[src/core/irq_status_pkg.sv]
// Package holding the register map and field layout of the fault and pin event status block.
`default_nettype none
package irq_status_pkg;

  localparam int ADDR_W = 8;
  localparam int DATA_W = 16;

  typedef logic [ADDR_W-1:0] reg_addr_type;
  typedef logic [DATA_W-1:0] reg_data_type;

  // Register offsets.
  localparam reg_addr_type UNDERVOLT_STATUS_ADDR = 8'h1c;
  localparam reg_addr_type OVERCURRENT_STATUS_ADDR = 8'h1d;
  localparam reg_addr_type PIN_STATUS_ADDR = 8'h1e;
  localparam reg_addr_type GROUP_MASK_ADDR = 8'h20;

  // Source counts.
  localparam int LINREG_COUNT = 4;
  localparam int CONV_COUNT = 6;
  localparam int PIN_COUNT = 13;

  // Field positions.
  localparam int LINREG_FLAG_LSB = 8;
  localparam int CONV_FLAG_LSB = 0;
  localparam int OVERCURRENT_FLAG_BIT = 15;
  localparam int PIN_FLAG_LSB = 0;
  localparam int UNDERVOLT_MASK_BIT = 12;
  localparam int OVERCURRENT_MASK_BIT = 13;
  localparam int PIN_MASK_BIT = 6;

  // Reset values.
  localparam reg_data_type STATUS_RESET = 16'h0000;
  localparam logic MASK_RESET = 1'b1;
  localparam reg_data_type READ_ZERO = 16'h0000;

endpackage : irq_status_pkg
`default_nettype wire

[src/core/irq_status.sv]
// Read-to-clear under-voltage, overcurrent and pin event status registers.
//
// How it works
// - Linear regulator under-voltage flags, bits 8-11.
// - Converter under-voltage rising edges, bits 0-5.
// - Limit switch overcurrent edge latched, bit 15.
// - Pin flags 0-12, per-pin configured trigger.
// - Reading a status register clears it.
// - Group masks: 1 blocks, reset to 1.
`default_nettype none
module irq_status (
  input  wire logic                                      clk,
  input  wire logic                                      rst_n,
  input  wire logic [irq_status_pkg::LINREG_COUNT-1:0]   linreg_undervolt,
  input  wire logic [irq_status_pkg::CONV_COUNT-1:0]     conv_undervolt,
  input  wire logic                                      limit_switch_overcurrent,
  input  wire logic [irq_status_pkg::PIN_COUNT-1:0]      pin_source,
  input  wire logic [irq_status_pkg::PIN_COUNT-1:0]      pin_level_mode,
  input  wire logic [irq_status_pkg::PIN_COUNT-1:0]      pin_active_high,
  input  wire logic [irq_status_pkg::PIN_COUNT-1:0]      pin_both_edges,
  input  wire irq_status_pkg::reg_addr_type              reg_addr,
  input  wire logic                                      reg_rd_strobe,
  input  wire logic                                      reg_wr_strobe,
  input  wire irq_status_pkg::reg_data_type              reg_wr_data,
  output irq_status_pkg::reg_data_type                   reg_rd_data,
  output logic                                           undervolt_irq,
  output logic                                           overcurrent_irq,
  output logic                                           pin_irq
);
  import irq_status_pkg::*;

  ////////////////////////////////////////////////////////////////////////////

  localparam int UV_WIDTH = LINREG_COUNT + CONV_COUNT;

  logic [UV_WIDTH-1:0]     uv_source;
  logic [UV_WIDTH-1:0]     uv_flags_reg;
  logic [0:0]              oc_flags_reg;
  logic [PIN_COUNT-1:0]    pin_flags_reg;
  logic                    linreg1_undervolt_flag;
  logic                    linreg2_undervolt_flag;
  logic                    linreg3_undervolt_flag;
  logic                    linreg4_undervolt_flag;
  logic                    conv1_undervolt_flag;
  logic                    conv2_undervolt_flag;
  logic                    conv3_undervolt_flag;
  logic                    conv4_undervolt_flag;
  logic                    conv5_undervolt_flag;
  logic                    conv6_undervolt_flag;
  logic                    limit_switch_overcurrent_flag;
  logic                    pin0_event_flag;
  logic                    pin1_event_flag;
  logic                    pin2_event_flag;
  logic                    pin3_event_flag;
  logic                    pin4_event_flag;
  logic                    pin5_event_flag;
  logic                    pin6_event_flag;
  logic                    pin7_event_flag;
  logic                    pin8_event_flag;
  logic                    pin9_event_flag;
  logic                    pin10_event_flag;
  logic                    pin11_event_flag;
  logic                    pin12_event_flag;
  logic                    rd_uv;
  logic                    rd_oc;
  logic                    rd_pin;
  logic                    undervolt_group_mask_reg;
  logic                    overcurrent_group_mask_reg;
  logic                    pin_group_mask_reg;
  reg_data_type            uv_word;
  reg_data_type            oc_word;
  reg_data_type            pin_word;
  reg_data_type            mask_word;
  reg_data_type            reg_rd_data_next;

  // True when a strobe hits the given register offset.
  function automatic logic hit_addr(input reg_addr_type addr, input reg_addr_type target,
                                    input logic strobe);
    hit_addr = strobe && (addr == target);
  endfunction : hit_addr

  // A group signals while any flag is set and its mask is open.
  function automatic logic group_active(input logic any_flag, input logic mask);
    group_active = any_flag && !mask;
  endfunction : group_active

  assign rd_uv  = hit_addr(reg_addr, UNDERVOLT_STATUS_ADDR, reg_rd_strobe);
  assign rd_oc  = hit_addr(reg_addr, OVERCURRENT_STATUS_ADDR, reg_rd_strobe);
  assign rd_pin = hit_addr(reg_addr, PIN_STATUS_ADDR, reg_rd_strobe);

  ////////////////////////////////////////////////////////////////////////////

  // Converters sit in the low bits, regulators above them.
  assign uv_source = {linreg_undervolt, conv_undervolt};

  // Fault sources are fixed rising-edge triggers.
  event_latch #(
    .WIDTH (UV_WIDTH)
  ) undervolt_latch (
    .clk         (clk),
    .rst_n       (rst_n),
    .source      (uv_source),
    .level_mode  ({UV_WIDTH{1'b0}}),
    .active_high ({UV_WIDTH{1'b1}}),
    .both_edges  ({UV_WIDTH{1'b0}}),
    .read_clear  (rd_uv),
    .flags_reg   (uv_flags_reg)
  );

  event_latch #(
    .WIDTH (1)
  ) overcurrent_latch (
    .clk         (clk),
    .rst_n       (rst_n),
    .source      (limit_switch_overcurrent),
    .level_mode  (1'b0),
    .active_high (1'b1),
    .both_edges  (1'b0),
    .read_clear  (rd_oc),
    .flags_reg   (oc_flags_reg)
  );

  // The per-pin trigger configuration lives outside and arrives as levels.
  event_latch #(
    .WIDTH (PIN_COUNT)
  ) pin_latch (
    .clk         (clk),
    .rst_n       (rst_n),
    .source      (pin_source),
    .level_mode  (pin_level_mode),
    .active_high (pin_active_high),
    .both_edges  (pin_both_edges),
    .read_clear  (rd_pin),
    .flags_reg   (pin_flags_reg)
  );

  ////////////////////////////////////////////////////////////////////////////

  // Each flag keeps its field name from the latch to the register word.
  assign {linreg4_undervolt_flag,
          linreg3_undervolt_flag,
          linreg2_undervolt_flag,
          linreg1_undervolt_flag,
          conv6_undervolt_flag,
          conv5_undervolt_flag,
          conv4_undervolt_flag,
          conv3_undervolt_flag,
          conv2_undervolt_flag,
          conv1_undervolt_flag} = uv_flags_reg;
  assign limit_switch_overcurrent_flag = oc_flags_reg[0];
  assign {pin12_event_flag,
          pin11_event_flag,
          pin10_event_flag,
          pin9_event_flag,
          pin8_event_flag,
          pin7_event_flag,
          pin6_event_flag,
          pin5_event_flag,
          pin4_event_flag,
          pin3_event_flag,
          pin2_event_flag,
          pin1_event_flag,
          pin0_event_flag} = pin_flags_reg;

  ////////////////////////////////////////////////////////////////////////////

  always_ff @(posedge clk or negedge rst_n) begin
    if (!rst_n) begin
      undervolt_group_mask_reg   <= MASK_RESET;
      overcurrent_group_mask_reg <= MASK_RESET;
      pin_group_mask_reg         <= MASK_RESET;
    end else if (hit_addr(reg_addr, GROUP_MASK_ADDR, reg_wr_strobe)) begin
      undervolt_group_mask_reg   <= reg_wr_data[UNDERVOLT_MASK_BIT];
      overcurrent_group_mask_reg <= reg_wr_data[OVERCURRENT_MASK_BIT];
      pin_group_mask_reg         <= reg_wr_data[PIN_MASK_BIT];
    end
  end

  ////////////////////////////////////////////////////////////////////////////

  always_comb begin
    uv_word   = STATUS_RESET;
    oc_word   = STATUS_RESET;
    pin_word  = STATUS_RESET;
    mask_word = READ_ZERO;
    uv_word[LINREG_FLAG_LSB +: LINREG_COUNT] = {linreg4_undervolt_flag, linreg3_undervolt_flag,
                                                linreg2_undervolt_flag, linreg1_undervolt_flag};
    uv_word[CONV_FLAG_LSB +: CONV_COUNT]     = {conv6_undervolt_flag, conv5_undervolt_flag,
                                                conv4_undervolt_flag, conv3_undervolt_flag,
                                                conv2_undervolt_flag, conv1_undervolt_flag};
    oc_word[OVERCURRENT_FLAG_BIT]            = limit_switch_overcurrent_flag;
    pin_word[PIN_FLAG_LSB +: PIN_COUNT]      = {pin12_event_flag, pin11_event_flag,
                                                pin10_event_flag, pin9_event_flag,
                                                pin8_event_flag, pin7_event_flag,
                                                pin6_event_flag, pin5_event_flag,
                                                pin4_event_flag, pin3_event_flag,
                                                pin2_event_flag, pin1_event_flag,
                                                pin0_event_flag};
    mask_word[UNDERVOLT_MASK_BIT]            = undervolt_group_mask_reg;
    mask_word[OVERCURRENT_MASK_BIT]          = overcurrent_group_mask_reg;
    mask_word[PIN_MASK_BIT]                  = pin_group_mask_reg;
  end

  // The word returned is the one sampled in the clearing cycle, so the host
  // sees exactly the flags it clears; later events wait for the next read.
  always_comb begin
    reg_rd_data_next = reg_rd_data;
    if (reg_rd_strobe) begin
      unique case (reg_addr)
        UNDERVOLT_STATUS_ADDR:   reg_rd_data_next = uv_word;
        OVERCURRENT_STATUS_ADDR: reg_rd_data_next = oc_word;
        PIN_STATUS_ADDR:         reg_rd_data_next = pin_word;
        GROUP_MASK_ADDR:         reg_rd_data_next = mask_word;
        default:                 reg_rd_data_next = READ_ZERO;
      endcase
    end
  end

  always_ff @(posedge clk or negedge rst_n) begin
    if (!rst_n) begin
      reg_rd_data <= READ_ZERO;
    end else begin
      reg_rd_data <= reg_rd_data_next;
    end
  end

  ////////////////////////////////////////////////////////////////////////////

  always_ff @(posedge clk or negedge rst_n) begin
    if (!rst_n) begin
      undervolt_irq   <= 1'b0;
      overcurrent_irq <= 1'b0;
      pin_irq         <= 1'b0;
    end else begin
      undervolt_irq   <= group_active(|uv_flags_reg, undervolt_group_mask_reg);
      overcurrent_irq <= group_active(oc_flags_reg[0], overcurrent_group_mask_reg);
      pin_irq         <= group_active(|pin_flags_reg, pin_group_mask_reg);
    end
  end

endmodule : irq_status
`default_nettype wire

[src/core/event_latch.sv]
// Sticky event flags with configurable trigger and read-to-clear.
`default_nettype none
module event_latch #(
  parameter int WIDTH = 1
) (
  input  wire logic             clk,
  input  wire logic             rst_n,
  input  wire logic [WIDTH-1:0] source,
  input  wire logic [WIDTH-1:0] level_mode,
  input  wire logic [WIDTH-1:0] active_high,
  input  wire logic [WIDTH-1:0] both_edges,
  input  wire logic             read_clear,
  output logic      [WIDTH-1:0] flags_reg
);

  logic [WIDTH-1:0] source_prev_reg;
  logic             primed_reg;
  logic [WIDTH-1:0] hit;
  logic [WIDTH-1:0] flags_next;

  always_ff @(posedge clk or negedge rst_n) begin
    if (!rst_n) begin
      source_prev_reg <= '0;
      primed_reg      <= 1'b0;
    end else begin
      source_prev_reg <= source;
      primed_reg      <= 1'b1;
    end
  end

  // Edges are ignored until one sample has been taken, so a source that is
  // already high when reset lifts does not raise a false flag.
  always_comb begin
    for (int i = 0; i < WIDTH; i++) begin
      if (level_mode[i]) begin
        hit[i] = source[i] == active_high[i];
      end else if (both_edges[i]) begin
        hit[i] = primed_reg && (source[i] != source_prev_reg[i]);
      end else if (active_high[i]) begin
        hit[i] = primed_reg && source[i] && !source_prev_reg[i];
      end else begin
        hit[i] = primed_reg && !source[i] && source_prev_reg[i];
      end
    end
  end

  // A new event wins over the clear of the same cycle.
  assign flags_next = (read_clear ? '0 : flags_reg) | hit;

  always_ff @(posedge clk or negedge rst_n) begin
    if (!rst_n) begin
      flags_reg <= '0;
    end else begin
      flags_reg <= flags_next;
    end
  end

endmodule : event_latch
`default_nettype wire

[config.mk]
export PLATFORM = sky130hd
export DESIGN_NAME = irq_status
export DESIGN_NICKNAME = d
export VERILOG_FILES = /design/src/core/irq_status_pkg.sv /design/src/core/irq_status.sv /design/src/core/event_latch.sv
export SDC_FILE = /design/constraint.sdc
export NUM_CORES = 1
export LEC_CHECK = 0
export ABC_CLOCK_PERIOD_IN_PS = 2150
export BUFFER_PORTS_ARGS = -buffer_cell sky130_fd_sc_hd__buf_2
export CAP_MARGIN = 15
export CORE_MARGIN = 10
export CORE_UTILIZATION = 50
export DETAILED_ROUTE_END_ITERATION = 12
export GPL_TIMING_DRIVEN = 0
export HOLD_SLACK_MARGIN = 0.15
export PLACE_DENSITY = 0.82
export REMOVE_ABC_BUFFERS = 1
export SYNTH_ARGS = -nofsm -noshare
export SYNTH_HDL_FRONTEND = slang
export SYNTH_SLANG_ARGS = --single-unit
[constraint.sdc]
create_clock -name clk -period 2.15 [get_ports clk]
set_clock_uncertainty 0.2 [all_clocks]
set_input_delay 0.215 -clock clk [delete_from_list [all_inputs] [get_ports clk]]
set_output_delay 0.215 -clock clk [all_outputs]
set_load 0.05 [all_outputs]
Word level (Yosys, flattened, before mapping)
Cells that the tools add are included.
{ "totals": {"word_cells": 226, "regBits": 71, "out_inout_bits": 19} }
{ "op_classes": {"reduce_logical": 136, "n_eq_ne": 30, "mux": 43, "bitwise_logic": 3} }
{ "op_table": {"columns": ["cell", "n"], "rows": [
  ["$logic_and A1 B1 Y1", 94],
  ["$pmux W16 S4", 1],
  ["$logic_not A1 Y1", 40],
  ["$mux W1", 40],
  ["$eq A8 B5 Y1 const B", 3],
  ["$eq A1 B1 Y1", 13],
  ["$mux W13", 1],
  ["$ne A1 B1 Y1", 13],
  ["$or A13 B13 Y13", 1],
  ["$reduce_or A13 Y1", 1],
  ["$mux W10", 1],
  ["$or A10 B10 Y10", 1],
  ["$reduce_or A10 Y1", 1],
  ["$eq A8 B6 Y1 const B", 1],
  ["$or A1 B1 Y1", 1]
]} }

Longest topological paths before layout
{ "logic_depth": {"word_depth": 7, "depth_mapped": 5, "depth_no_buf": 3} }

By module
From an unflattened synthesis, not the netlist that was laid out.
{ "unflattened": {"cells_unflattened": 333, "area_unflattened_um2": 3573.4} }
{ "modules_own_cells": {"columns": ["mod", "area_per_inst_um2", "seq_area_each_um2", "cells_per_inst", "instances"], "rows": [
  ["event_latch (pin_latch)", 1350.0, 675.6, 123, 1],
  ["irq_status", 1107.3, 529.3, 101, 1],
  ["event_latch (undervolt_latch)", 977.2, 525.5, 96, 1],
  ["event_latch (overcurrent_latch)", 138.9, 75.1, 13, 1]
]} }

Worst setup path after synthesis
No wires, ideal clock.
{ "synth_timing": {"kind": "input port to flip-flop", "startpoint": "input port reg_addr[0]", "endpoint": "register undervolt_latch.flags_reg[0]", "t_arrival_ps": 1425, "n_path_buf": 2, "path_slack_ps": 403, "setup_time_ps": 121, "path_stages": 5, "cell_sequence": "or4b_1 > buf_2 > or3_1 > buf_6 > o2bb2ai_1"} }
{ "synth_via": {"elab_chain_len": 4} }
{ "synth_lines": {"columns": ["element", "line_no", "source"], "rows": [
  ["from (decl)", "irq_status.sv:21", "input wire irq_status_pkg::reg_addr_type reg_addr,"],
  ["$eq A8 B5 Y1", "irq_status.sv:79", "hit_addr = strobe && (addr == target);"],
  ["$logic_and A1 B1 Y1", "irq_status.sv:79", null],
  ["$mux W10", "event_latch.sv:48", "assign flags_next = (read_clear ? '0 : flags_reg) | hit;"],
  ["$or A10 B10 Y10", "event_latch.sv:48", null],
  ["via undervolt_latch.flags_next[0]", "event_latch.sv:19", "logic [WIDTH-1:0] flags_next;"],
  ["to (signal assigned)", "event_latch.sv:54", "flags_reg <= flags_next;"],
  ["to (decl)", "event_latch.sv:13", "output logic [WIDTH-1:0] flags_reg"]
]} }
The timed path passes the listed nets, and every way through them passes these cells.
A chain may end at the register's enable or synchronous reset.

Worst setup path after layout
{ "layout_timing": {"startpoint": "input port reg_addr[0]", "endpoint": "register undervolt_latch.flags_reg[2]"} }
The elaborated chain is that of the path after synthesis.

==> flow_summary.ini <==
[run_status]
status = finished, final reports clean

[drt]
drtIter0Drc = 171
antenna_left = 0
via_count = 3075
drc = 0
first_pass_iters = 6
vias_per_cell = 5.55
wl_microns = 10500
wl_per_cell_microns = 18.9

[setup_path]
timing.rr.start = undervolt_group_mask_reg
cp_slowest_cell = or4b_1
crit_arrival_ps = 2040
startpoint_type = input pin
critical_path_class = input pin to flip-flop
crit_required_ps = 2170
cpPeakStageDelay_ps = 870
crit_chain = buf_2, or4b_1, or3_1, o2bb2ai_1
worstRegToRegCells = 2
r2r_slack_ps = 640
timing.rr.end = undervolt_group_mask_reg
worst-path-max-fanout = 16
cp-end-kind = flip-flop

[pwr]
p_switching_mw = 0.709
power_frac_comb_pct = 14.1
vdd_drop_max_mv = 0.536
netSwitchingFraction_pct = 23.9
clkPwrFrac_pct = 39.4
total_leakage_power_nw = 2.20
p_total_mw = 2.96
intPower_mw = 2.25
pwr-share-seq_pct = 46.5
p_per_area_nw_per_um2 = 619

[min_path]
hold_depth = 4
worstHoldStart = pin_both_edges[5]
hold_path_class = input pin to flip-flop
min_to = pin_latch.flags_reg[5]

[synth]
ys_types = 34
ys_warn_count = 0
synth_mux_area_share_pct = 4.19
synth-main-ff-cell = dfrtp_1
syn_area_sq_um = 3200
synth_compound_area_share_pct = 17.8
synth_fa_ha_area_share_pct = 0
synth_seq_cells = 70
yosysSeqAreaShare_pct = 54.9
synth-xor-area-share_pct = 3.56
synth.top_cells.by_area = dfrtp_1 (52%), o2111ai_1 (7.1%), o2bb2ai_1 (5.5%), inv_1 (5.2%), xnor2_1 (3.6%)
postSynthAreaPerCell_sq_um = 10.9
synth-simple-area-share_pct = 12.2
synth_top_area_cell = dfrtp_1
synthCells = 294
synth_edf_count = 0
synth_top_family_by_area = compound AO/OA/AOI/OAI gates
yosysTopAreaCellShare_pct = 52.5
async_flop_share_pct = 100

[clock_network]
clkLatencyLatePin_ps = 350
path_clk_slew_ps = 70
numCtsBuffers = 9
cts_tree = yes
h-tree-depth = 3
clock_path_buffers = 2
clock_sinks = 70
root_buffer = clkbuf_8

[global_routing]
grt_pass1_wl_microns = 17200
grt_pass1_vias = 3458
grt_max_degree = 71
grt.total_usage_pct = 21.5
overflow = 0
antenna_found_initial = 0

[sta]
rsz0062_at_grt = false
setup_tns_ps = 0
relSlewSlack_pct = 41.1
worst_pin_slew_ps = 884
fin_crit_sh_pct = 93.9
slew_violations = 0
max_freq_mhz = 495
fin_crit_ps = 2020
final_hold_viol_count = 0
worst_slack_ps = 131
final-setup-viol-count = 0

[place]
place.port_buffers = 95
gp_congestion = 0.777
hpwl_microns = 6150
pre_cts_ws_ps = -347

[cells_and_area]
finish.utilization_pct = 76.2
nets = 563
area_growth_pct = 49.8
drive_gt1_share_pct = 24.7
largest_reg_flops = 15
antenna_cells = 0

[floorplan]
die-width_microns = 99.9
core-area_sq_um = 6280
start_util_pct = 50.9
io_pins = 110
row_count = 29
die_y_microns = 99.9
dieArea_sq_um = 9990

[run]
drv_cap = 0
per-stage QoR:
step	instances	area [sq um]	hold slack (ps)
after global routing	554	4790	190
after global placement	453	3700	139
after CTS	553	4760	150
after floorplan	281	3130	-281
after detailed placement	453	3710	138
final	554	4790	163
cell usage in the layout (no fill, tap or decap), types with 2 or more instances in the layout:
master         Yosys  routed
dfstp_2            3       3
mux2i_1           10      10
nor3_1             3       3
o2bb2ai_1         20      20
o2111ai_1         26      26
clkbuf_1           7       2
buf_2              2      94
bufinv_16          0       2
clkbuf_8           0      10
nand2_1           26      26
mux2_2             3       3
dfrtp_1           67      67
o31ai_1           13      13
clkinv_2           0       2
xnor2_1           13      13
nor2b_1           14      14
nand4_1           14      14
buf_4              1       3
nor4_1             4       4
nor4b_1            2       2
a22o_1             2       2
conb_1             2       2
nor2_1             3       3
a221o_1            2       2
inv_1             44      44
dlygate4sd3_1      0      82
area by class of cell:
cell class | instances | area, sq um
Clock buffer | 12 | 145
Clock inverter | 4 | 70.1
Fill cell | 410 | 1490
Inverter | 44 | 165
Multi-Input combinational cell | 167 | 1210
Sequential cell | 70 | 1760
Tap cell | 77 | 96.3
Timing Repair Buffer | 180 | 1340
what timing repair did:
item / 4_1_cts / 5_1_grt
hold buffers: 82 / 0
gates resized for setup: 0 / 0
buffers inserted: 2 / 0
endpoints found under the setup margin: 10 / 0
hold endpoints to repair: 121 / 0
worst max path at each step:
stage / cells after the start / slack [ps] / from / to
6_report: 4 / 130 / reg_addr[0] / undervolt_latch.flags_reg[2]
4_1_cts: 4 / 170 / reg_addr[0] / undervolt_latch.flags_reg[2]
5_1_grt: 4 / 100 / reg_addr[0] / undervolt_latch.flags_reg[1]
3_5_place_dp: 4 / -350 / reg_addr[5] / undervolt_latch.flags_reg[4]
3_3_place_gp: 4 / -390 / reg_addr[5] / undervolt_latch.flags_reg[3]
2_1_floorplan: 3 / 240 / reg_addr[0] / undervolt_latch.flags_reg[0]
metal layers:
metal / part of all wire [%] / vias up / track usage [%]
met5: 0 / - / 0
met4: 3.1 / 0 / 10.8
met3: 7.0 / 30 / 5.84
met2: 52 / 114 / 37.1
met1: 38 / 1500 / 23.7
li1: - / 1431 / -
cells in the mapped netlist, types with 2 or more instances:
master,number
mux2_2,3
nand2_1,26
xnor2_1,13
inv_1,44
o31ai_1,13
nor4b_1,2
nor2_1,3
dfstp_2,3
clkbuf_1,7
nor3_1,3
nor2b_1,14
o2bb2ai_1,20
a221o_1,2
buf_2,2
mux2i_1,10
dfrtp_1,67
a22o_1,2
buf_1,2
o2111ai_1,26
nor4_1,4
nand4_1,14
conb_1,2
cell families (layout without fill, tap and decap cells):
| group | Yosys count | after routing |
|---|---|---|
| xor gates and xnor gates | 13 | 13 |
| and+or+nand+nor | 72 | 72 |
| muxes | 13 | 13 |
| AOI/OAI and AO/OA | 67 | 67 |
| DFF | 70 | 70 |
| buffers and inverters | 57 | 240 |
| other | 2 | 2 |
power groups by stage:
stage / clock [mW] / combinational (mW) / sequential, mW
6_report: 1.17 / 0.417 / 1.38
3_5_place_dp: 0 / 0.269 / 1.41
2_1_floorplan: 0 / 0.100 / 1.42
3_3_place_gp: 0 / 0.256 / 1.41
5_1_grt: 1.24 / 0.455 / 1.38
4_1_cts: 1.18 / 0.392 / 1.38
worst max-delay path, delay by kind of cell:
| family | cells | cell delay (ps) |
|---|---|---|
| AOI/OAI and AO/OA | 1 | 200 |
| and+or+nand+nor | 2 | 1500 |
| buffers and inverters | 1 | 110 |
(Power assumes the default switching activity.)
